<file path="config.mk">
export PLATFORM = sky130hd
export DESIGN_NAME = int_ctrl
export DESIGN_NICKNAME = d
export VERILOG_FILES = /design/src/hdl/flag_cell.v /design/src/hdl/int_ctrl.v
export VERILOG_INCLUDE_DIRS = /design/src /design/src/shared
export SDC_FILE = /design/constraint.sdc
export NUM_CORES = 1
export LEC_CHECK = 0
export BUFFER_PORTS_ARGS = -buffer_cell sky130_fd_sc_hd__buf_2
export CORE_MARGIN = 4
export CORE_UTILIZATION = 23
export DETAILED_ROUTE_END_ITERATION = 12
export HOLD_SLACK_MARGIN = 0.05
export PLACE_DENSITY = 0.47
export SETUP_SLACK_MARGIN = 0.5
export SYNTH_ARGS = -nofsm -noshare
export SYNTH_HDL_FRONTEND = slang
export SYNTH_SLANG_ARGS = --single-unit
</file>
<file path="constraint.sdc">
create_clock -name sys_clk -period 2.52 [get_ports sys_clk]
set_input_delay 0.378 -clock sys_clk [delete_from_list [all_inputs] [get_ports sys_clk]]
set_output_delay 0.378 -clock sys_clk [all_outputs]
set_load 0.02 [all_outputs]
</file>
<file path="src/shared/int_ctrl_defines.vh">
`ifndef INT_CTRL_DEFINES_VH
`define INT_CTRL_DEFINES_VH

// Bus geometry
`define AXI_AW          8
`define AXI_DW          32
`define REG_IDX_LSB     2
`define REG_IDX_MSB     3
`define REG_HI_LSB      4
`define RESP_OKAY       2'b00
`define RESP_SLVERR     2'b10

// Register indices, address bits 3:2 (byte offset divided by four)
`define OFS_USB_TOKEN   2'h0
`define OFS_LVD_SER_MF  2'h1
`define OFS_TIMER_MATCH 2'h2
`define OFS_GLOBAL      2'h3

// Field layout inside each 8-bit control register
`define FLD_EN_LSB      0
`define FLD_FLAG_LSB    4
`define FLD_GIE         0
`define REG_RESET       8'h00

// Source numbering, index 0 is served first
`define NUM_SRC         6
`define NUM_FLAG        10
`define NUM_TM          4
`define SRC_SETUP       0
`define SRC_IN          1
`define SRC_OUT         2
`define SRC_MF          3
`define SRC_SERIAL      4
`define SRC_LVD         5
`define FLAG_TM_LSB     6

// Program counter and vector addresses
`define PC_W            13
`define VEC_SETUP       13'h0004
`define VEC_IN          13'h0008
`define VEC_OUT         13'h000c
`define VEC_MF          13'h0010
`define VEC_SERIAL      13'h0014
`define VEC_LVD         13'h0018

`endif

</file>
<file path="src/hdl/flag_cell.v">
`timescale 1ns/1ns
`include "int_ctrl_defines.vh"

// One request flag: event set beats any clear in the same cycle
module flag_cell (
    // Clock and reset
    input  wire sys_clk,
    input  wire rst_n,
    // Set and clear sources
    input  wire hw_set,
    input  wire sw_wr,
    input  wire sw_val,
    input  wire auto_clr,
    // Flag state
    output reg  flag_r
);

    reg flag_nxt;

    // Next value of the flag
    always @* begin
        flag_nxt = flag_r & ~auto_clr;
        if (sw_wr) begin
            flag_nxt = sw_val;
        end
        if (hw_set) begin
            flag_nxt = 1'b1;
        end
    end

    // Flag storage
    always @(posedge sys_clk or negedge rst_n) begin
        if (!rst_n) begin
            flag_r <= 1'b0;
        end else begin
            flag_r <= flag_nxt;
        end
    end

endmodule

</file>
<file path="src/hdl/int_ctrl.v">
// Function
// - Events set their flag regardless of enable
// - Vector only when source enable is one
// - Global enable zero blocks all vectoring
// - Push next instruction address on accept
// - Then load program counter with vector
// - Return instruction pops saved program counter
// - Dedicated vectors, timers share one vector
// - Entering service clears global enable
// - Flags keep setting while service blocks
// - No accept while return stack full
// - Fixed priority among simultaneous requests
// - Any flag becoming set wakes device
// - Second register flags at bits 6,5,4
// - Second register enables at bits 2,1,0
// - Endpoint 0 tokens set their flags
// - Timer flag rising sets grouped flag
// - Service clears own flag and global enable
//
// Chosen here: the AXI4-Lite register port and the register offsets.
`timescale 1ns/1ns
`include "int_ctrl_defines.vh"

module int_ctrl (
    // Clock and reset
    input  wire                   sys_clk,
    input  wire                   rst_n,
    // Event pulses from on-chip logic
    input  wire                   ev_setup_token,
    input  wire                   ev_in_token,
    input  wire                   ev_out_token,
    input  wire                   ev_low_voltage,
    input  wire                   ev_serial_byte,
    input  wire                   ev_t0_cmp_p,
    input  wire                   ev_t0_cmp_a,
    input  wire                   ev_t1_cmp_p,
    input  wire                   ev_t1_cmp_a,
    // Core sequencer side
    input  wire                   core_ready,
    input  wire [`PC_W-1:0]       pc_next,
    input  wire                   stack_full,
    input  wire                   return_from_interrupt_exec,
    output reg                    push_valid_r,
    output reg  [`PC_W-1:0]       push_pc_r,
    output reg                    vec_valid_r,
    output reg  [`PC_W-1:0]       vec_addr_r,
    output reg                    pop_r,
    output reg                    wake_r,
    // AXI4-Lite write channels
    input  wire [`AXI_AW-1:0]     s_axi_awaddr,
    input  wire                   s_axi_awvalid,
    output reg                    s_axi_awready,
    input  wire [`AXI_DW-1:0]     s_axi_wdata,
    input  wire [`AXI_DW/8-1:0]   s_axi_wstrb,
    input  wire                   s_axi_wvalid,
    output reg                    s_axi_wready,
    output reg  [1:0]             s_axi_bresp,
    output reg                    s_axi_bvalid,
    input  wire                   s_axi_bready,
    // AXI4-Lite read channels
    input  wire [`AXI_AW-1:0]     s_axi_araddr,
    input  wire                   s_axi_arvalid,
    output reg                    s_axi_arready,
    output reg  [`AXI_DW-1:0]     s_axi_rdata,
    output reg  [1:0]             s_axi_rresp,
    output reg                    s_axi_rvalid,
    input  wire                   s_axi_rready
);

    localparam [2:0] ST_IDLE = 3'b001;
    localparam [2:0] ST_PUSH = 3'b010;
    localparam [2:0] ST_LOAD = 3'b100;

    reg  [2:0]              state_r;
    reg  [2:0]              state_nxt;
    reg                     gie_r;
    reg  [2:0]              usb_en_r;
    reg  [2:0]              misc_en_r;
    reg  [`NUM_TM-1:0]      tm_en_r;
    reg  [`NUM_FLAG-1:0]    flag_prev_r;
    reg  [`AXI_AW-1:0]      wr_addr_r;
    reg  [7:0]              wr_data_r;
    reg                     wr_lane_r;
    reg  [`PC_W-1:0]        vec_sel;
    reg  [`NUM_SRC-1:0]     grant;
    reg  [`NUM_FLAG-1:0]    sw_wr;
    reg  [`NUM_FLAG-1:0]    sw_val;
    reg  [7:0]              rd_byte;
    wire [`NUM_FLAG-1:0]    flag;
    wire [`NUM_FLAG-1:0]    hw_set;
    wire [`NUM_FLAG-1:0]    auto_clr;
    wire [`NUM_SRC-1:0]     src_en;
    wire [`NUM_SRC-1:0]     cand;
    wire [`NUM_TM-1:0]      tm_flag;
    wire                    mf_set;
    wire                    accept;
    wire                    do_write;
    wire                    wr_mapped;
    wire [1:0]              wr_idx;
    wire                    wr_ok;
    wire                    rd_mapped;
    integer                 i;

    // Timer match flags and their grouped request
    assign tm_flag = flag[`FLAG_TM_LSB +: `NUM_TM];
    assign mf_set  = |(tm_flag & ~flag_prev_r[`FLAG_TM_LSB +: `NUM_TM]);

    // Hardware set sources, one per flag
    assign hw_set = {ev_t1_cmp_a, ev_t1_cmp_p, ev_t0_cmp_a, ev_t0_cmp_p,
                     ev_low_voltage, ev_serial_byte, mf_set,
                     ev_out_token, ev_in_token, ev_setup_token};

    // Pending sources that may be taken
    assign src_en = {misc_en_r, usb_en_r};
    assign cand   = flag[`NUM_SRC-1:0] & src_en;
    assign accept = (state_r == ST_IDLE) & core_ready & gie_r &
                    (|cand) & ~stack_full;

    // Service clears only the served source, never timer flags
    assign auto_clr = {{`NUM_TM{1'b0}},
                       grant & {`NUM_SRC{accept}}};

    // Fixed priority pick, lowest index first, and its vector
    always @* begin
        grant   = {`NUM_SRC{1'b0}};
        vec_sel = `VEC_SETUP;
        for (i = `NUM_SRC - 1; i >= 0; i = i - 1) begin
            if (cand[i]) begin
                grant = {`NUM_SRC{1'b0}};
                grant[i] = 1'b1;
            end
        end
        case (1'b1)
            grant[`SRC_IN]:     vec_sel = `VEC_IN;
            grant[`SRC_OUT]:    vec_sel = `VEC_OUT;
            grant[`SRC_MF]:     vec_sel = `VEC_MF;
            grant[`SRC_SERIAL]: vec_sel = `VEC_SERIAL;
            grant[`SRC_LVD]:    vec_sel = `VEC_LVD;
            default:            vec_sel = `VEC_SETUP;
        endcase
    end

    // Flag cells
    genvar g;
    generate
        for (g = 0; g < `NUM_FLAG; g = g + 1) begin : gen_flag
            flag_cell u_flag (
                .sys_clk  (sys_clk),
                .rst_n    (rst_n),
                .hw_set   (hw_set[g]),
                .sw_wr    (sw_wr[g]),
                .sw_val   (sw_val[g]),
                .auto_clr (auto_clr[g]),
                .flag_r   (flag[g])
            );
        end
    endgenerate

    // Write decode
    assign do_write  = ~s_axi_awready & ~s_axi_wready & ~s_axi_bvalid;
    assign wr_mapped = (wr_addr_r[`AXI_AW-1:`REG_HI_LSB] == 4'h0);
    assign wr_idx    = wr_addr_r[`REG_IDX_MSB:`REG_IDX_LSB];
    assign wr_ok     = do_write & wr_mapped & wr_lane_r;
    assign rd_mapped = (s_axi_araddr[`AXI_AW-1:`REG_HI_LSB] == 4'h0);

    // Software writes to flag bits
    always @* begin
        sw_wr  = {`NUM_FLAG{1'b0}};
        sw_val = {`NUM_FLAG{1'b0}};
        sw_val[2:0] = wr_data_r[`FLD_FLAG_LSB +: 3];
        sw_val[5:3] = wr_data_r[`FLD_FLAG_LSB +: 3];
        sw_val[9:6] = wr_data_r[`FLD_FLAG_LSB +: `NUM_TM];
        if (wr_ok) begin
            case (wr_idx)
                `OFS_USB_TOKEN:   sw_wr[2:0] = 3'h7;
                `OFS_LVD_SER_MF:  sw_wr[5:3] = 3'h7;
                `OFS_TIMER_MATCH: sw_wr[9:6] = 4'hf;
                default:          sw_wr = {`NUM_FLAG{1'b0}};
            endcase
        end
    end

    // Enable registers and global enable
    always @(posedge sys_clk or negedge rst_n) begin
        if (!rst_n) begin
            usb_en_r  <= 3'h0;
            misc_en_r <= 3'h0;
            tm_en_r   <= 4'h0;
            gie_r     <= 1'b0;
        end else begin
            if (wr_ok && wr_idx == `OFS_USB_TOKEN) begin
                usb_en_r <= wr_data_r[`FLD_EN_LSB +: 3];
            end
            if (wr_ok && wr_idx == `OFS_LVD_SER_MF) begin
                misc_en_r <= wr_data_r[`FLD_EN_LSB +: 3];
            end
            if (wr_ok && wr_idx == `OFS_TIMER_MATCH) begin
                tm_en_r <= wr_data_r[`FLD_EN_LSB +: `NUM_TM];
            end
            if (accept) begin
                gie_r <= 1'b0;
            end else if (wr_ok && wr_idx == `OFS_GLOBAL) begin
                gie_r <= wr_data_r[`FLD_GIE];
            end
        end
    end

    // Read value of the addressed register
    always @* begin
        rd_byte = `REG_RESET;
        case (s_axi_araddr[`REG_IDX_MSB:`REG_IDX_LSB])
            `OFS_USB_TOKEN:
                rd_byte = {1'b0, flag[2:0], 1'b0, usb_en_r};
            `OFS_LVD_SER_MF:
                rd_byte = {1'b0, flag[5:3], 1'b0, misc_en_r};
            `OFS_TIMER_MATCH:
                rd_byte = {tm_flag, tm_en_r};
            default:
                rd_byte = {7'h00, gie_r};
        endcase
    end

    // AXI4-Lite write side, address and data in either order
    always @(posedge sys_clk or negedge rst_n) begin
        if (!rst_n) begin
            s_axi_awready <= 1'b1;
            s_axi_wready  <= 1'b1;
            s_axi_bvalid  <= 1'b0;
            s_axi_bresp   <= `RESP_OKAY;
            wr_addr_r     <= {`AXI_AW{1'b0}};
            wr_data_r     <= 8'h00;
            wr_lane_r     <= 1'b0;
        end else begin
            if (s_axi_awvalid && s_axi_awready) begin
                wr_addr_r     <= s_axi_awaddr;
                s_axi_awready <= 1'b0;
            end
            if (s_axi_wvalid && s_axi_wready) begin
                wr_data_r    <= s_axi_wdata[7:0];
                wr_lane_r    <= s_axi_wstrb[0];
                s_axi_wready <= 1'b0;
            end
            if (do_write) begin
                s_axi_bvalid <= 1'b1;
                s_axi_bresp  <= wr_mapped ? `RESP_OKAY : `RESP_SLVERR;
            end
            if (s_axi_bvalid && s_axi_bready) begin
                s_axi_bvalid  <= 1'b0;
                s_axi_awready <= 1'b1;
                s_axi_wready  <= 1'b1;
            end
        end
    end

    // AXI4-Lite read side
    always @(posedge sys_clk or negedge rst_n) begin
        if (!rst_n) begin
            s_axi_arready <= 1'b1;
            s_axi_rvalid  <= 1'b0;
            s_axi_rdata   <= {`AXI_DW{1'b0}};
            s_axi_rresp   <= `RESP_OKAY;
        end else begin
            if (s_axi_arvalid && s_axi_arready) begin
                s_axi_arready <= 1'b0;
                s_axi_rvalid  <= 1'b1;
                s_axi_rdata   <= rd_mapped ? {24'h000000, rd_byte}
                                           : {`AXI_DW{1'b0}};
                s_axi_rresp   <= rd_mapped ? `RESP_OKAY : `RESP_SLVERR;
            end else if (s_axi_rvalid && s_axi_rready) begin
                s_axi_rvalid  <= 1'b0;
                s_axi_arready <= 1'b1;
            end
        end
    end

    // Entry sequencer next state
    always @* begin
        state_nxt = state_r;
        case (state_r)
            ST_IDLE: if (accept) state_nxt = ST_PUSH;
            ST_PUSH: state_nxt = ST_LOAD;
            ST_LOAD: state_nxt = ST_IDLE;
            default: state_nxt = ST_IDLE;
        endcase
    end

    // Push, vector load, pop and wake strobes
    always @(posedge sys_clk or negedge rst_n) begin
        if (!rst_n) begin
            state_r      <= ST_IDLE;
            push_valid_r <= 1'b0;
            push_pc_r    <= {`PC_W{1'b0}};
            vec_valid_r  <= 1'b0;
            vec_addr_r   <= {`PC_W{1'b0}};
            pop_r        <= 1'b0;
            wake_r       <= 1'b0;
            flag_prev_r  <= {`NUM_FLAG{1'b0}};
        end else begin
            state_r      <= state_nxt;
            push_valid_r <= accept;
            if (accept) begin
                push_pc_r  <= pc_next;
                vec_addr_r <= vec_sel;
            end
            vec_valid_r  <= (state_r == ST_PUSH);
            pop_r        <= return_from_interrupt_exec;
            flag_prev_r  <= flag;
            wake_r       <= |(flag & ~flag_prev_r);
        end
    end

endmodule

</file>
==> metrics <==
count of cell types in the netlist 43; Final setup viols 0; Initial DRT Pass Iterations 4; met2 routed WL 3740 um; met3 routed WL between 600 and 700 um; commonest non-fill, non-tap cell in the layout buf_2; core area 15400 um2; HP Class primary input to async pin; Syn Inst Count 296; Seq/Total Area, Yosys between 50 and 60%; status completed; post-CTS setup buffers 0; total congestion overflow 0; Die Area 18000 um2; worst r2r dst push_pc_r[5]; M1 WL 3810 um; final worst path period share 75.4%; post-synth top area share 54.6%; routed vias/inst 4.07; Yosys reg bits 84; most frequent cells in the layout 86 x buf_2, 80 x dfrtp_1, 36 x conb_1, 32 x mux2_2, 24 x nand2_1; CP max stage delay 0.54 ns; Worst R2R Path Depth 5; pin count of the biggest net entering global routing 46; number of flops mapped to enable cells by yosys 0; Synth Warn # 0; H-tree depth 3; critical path class flop to flop; # hold bufs at CTS 0; PortBufs 87; endpoint type of the worst setup path flop; Fmax achieved between 500 and 600 MHz; CTS tree built; setup TNS 0 ns; pwr dens 1030 nW/um2; worst slew pin tran 0.675 ns; Die Wd ~130 um; RSZ-0062 raised after global routing false; fin nets around 480; DR top layer met4; Post-DRT Antenna Nets 0; Remaining DRCs 0; share of cells above drive strength 1 38.6%; slowest stage cell on the critical path dfstp_2; CTS buffer count 9; Synth Area per Inst 12.4 um2; die height 134 um; multi-input combinational cell area 1330 um2; slew margin rel. 54.6%; max-cap viol count 0; synth top area cells dfrtp_1 55%, mux2_2 9.8%, buf_4 7.4%; number of global-route vias before repair 2488; fill count approximately 1600; WL/cell 13.6 um; via count 2483; # clock sinks 84; clk buf depth 2; post-layout min period roughly 1.9 ns; clk_lat worst skew 0.34 ns; Post-synth ARST share 100%; CP Data Required Time 2.74 ns; flop-to-flop setup slack 0.62 ns; first-pass GRT wire length 13200 um; Worst-path clk slew 0.06 ns; Placer Congestion 0.777; initial antenna violation count 0; critical path arrival between 2 and 2.5 ns; critical-path maximum fanout 8; root buffer cell clkbuf_16; Static Leak between 2 and 2.5 nW; total track usage 9.32%; max-slew violations 0; peak supply drop ~470 uV; critical path, cell by cell nand4b_1 -> or3_4 -> a31oi_4 -> buf_4 -> mux2_2; DPL Wire Length 6440 um; Final Hold Fails 0; largest area contributor in the netlist dfrtp_1; Post-Route WL 8270 um; clock skew 0.0104 ns; Critical Path Source Type flop; area grow syn2layout 24.2%; IO Pins 155; worst r2r src state_r[0]; DR iter-0 viols 74; Core Util, Final 29.5%; # rows 45; number of diodes 0; Reg area between 2000 and 2500 um2; mapped cell area 3670 um2; final hold slack 0.0327 ns; Starting Density roughly a quarter; Most used DFF post-synth dfrtp_1
## sequential cells by signal, indices dropped and copies added (netlist names), 3 cells and up
signal,flops
tm_en_r,4
flag_prev_r,10
wr_addr_r,6
wr_data_r,8
push_pc_r,13
s_axi_rdata,8
usb_en_r,3
misc_en_r,3
state_r,3
gen_flag.u_flag.flag_r,10
vec_addr_r,3
## layout make-up
class	instances	share of cell area, %
clock buffers	12	5.41
clock inverters	4	1.07
inverters	19	1.57
multi-input cells	186	29.2
flip-flops and latches	84	46.2
well taps	211	5.79
repair buffers	94	10.8
## Yosys cell counts (all sizes together) (2+ instances only)
| master | number |
|---|---|
| dfrtp | 80 |
| buf | 40 |
| mux2 | 38 |
| nand2 | 24 |
| inv | 19 |
| o21ai | 10 |
| a22o | 7 |
| mux2i | 7 |
| a21oi | 6 |
| nor2 | 6 |
| a31oi | 5 |
| dfstp | 4 |
| nor2b | 4 |
| nor3 | 4 |
| a221o | 3 |
| nand3 | 3 |
| o211ai | 3 |
| o22ai | 3 |
| a211o | 2 |
| a221oi | 2 |
| a22oi | 2 |
| and4b | 2 |
| clkbuf | 2 |
| nand2b | 2 |
| nor3b | 2 |
| nor4 | 2 |
| o311ai | 2 |
## metal layers
metal / vias up / global-route usage [%]
met2: 94 / 14.2
met4: 0 / 3.39
met5: - / 0
li1: 1175 / -
met3: 10 / 3.04
met1: 1204 / 12.4
## power by group
part | switching, mW | internal, mW
clock network | 0.514 | 0.794
logic | 0.686 | 0.611
registers | 0.320 | 1.76
total | 1.52 | 3.17
## critical path: cells and delay by family, from the launching register on
kind	cells	cell delay [ns]
multiplexers	1	0.34
flip-flops	1	0.54
buffers and inverters	1	0.19
AO/OA/AOI/OAI	1	0.17
AND/OR/NAND/NOR	2	0.53
## how the worst max path moves through the flow
stage                                to           from  depth (start not counted)  slack, ns
after floorplan           push_pc_r[10]     state_r[0]                          6       0.54
after global placement     misc_en_r[2]  s_axi_awready                          3       0.55
after detailed placement   push_pc_r[5]     state_r[0]                          5       0.51
after CTS                  push_pc_r[5]     state_r[0]                          5       0.50
after global routing       push_pc_r[5]     state_r[0]                          5       0.56
final                      push_pc_r[5]     state_r[0]                          5       0.62
## per-stage QoR
step	worst slack (ns)	power [mW]	instance area [um2]	std cells
floorplan	0.538	2.95	3800	331
global placement	0.550	3.39	4250	594
detailed placement	0.514	3.43	4250	594
CTS	0.504	4.76	4550	610
global route	0.555	4.98	4560	610
finish	0.621	4.69	4560	610
## kinds of logic after synthesis
| logic type | count (synthesis) | synth area share [%] |
|---|---|---|
| AND/OR/NAND/NOR | 54 | 7.33 |
| flip-flops | 84 | 57.4 |
| other | 1 | 0.102 |
| multiplexers | 46 | 14.8 |
| AO/OA/AOI/OAI | 50 | 10.1 |
| buffers and inverters | 61 | 10.2 |
## repair_timing
action                                  CTS  global route
gates resized for setup                   0             2
hold endpoints to repair                  0             0
endpoints found under the setup margin    0            32
Note: power is estimated with default switching activity, not from simulation.
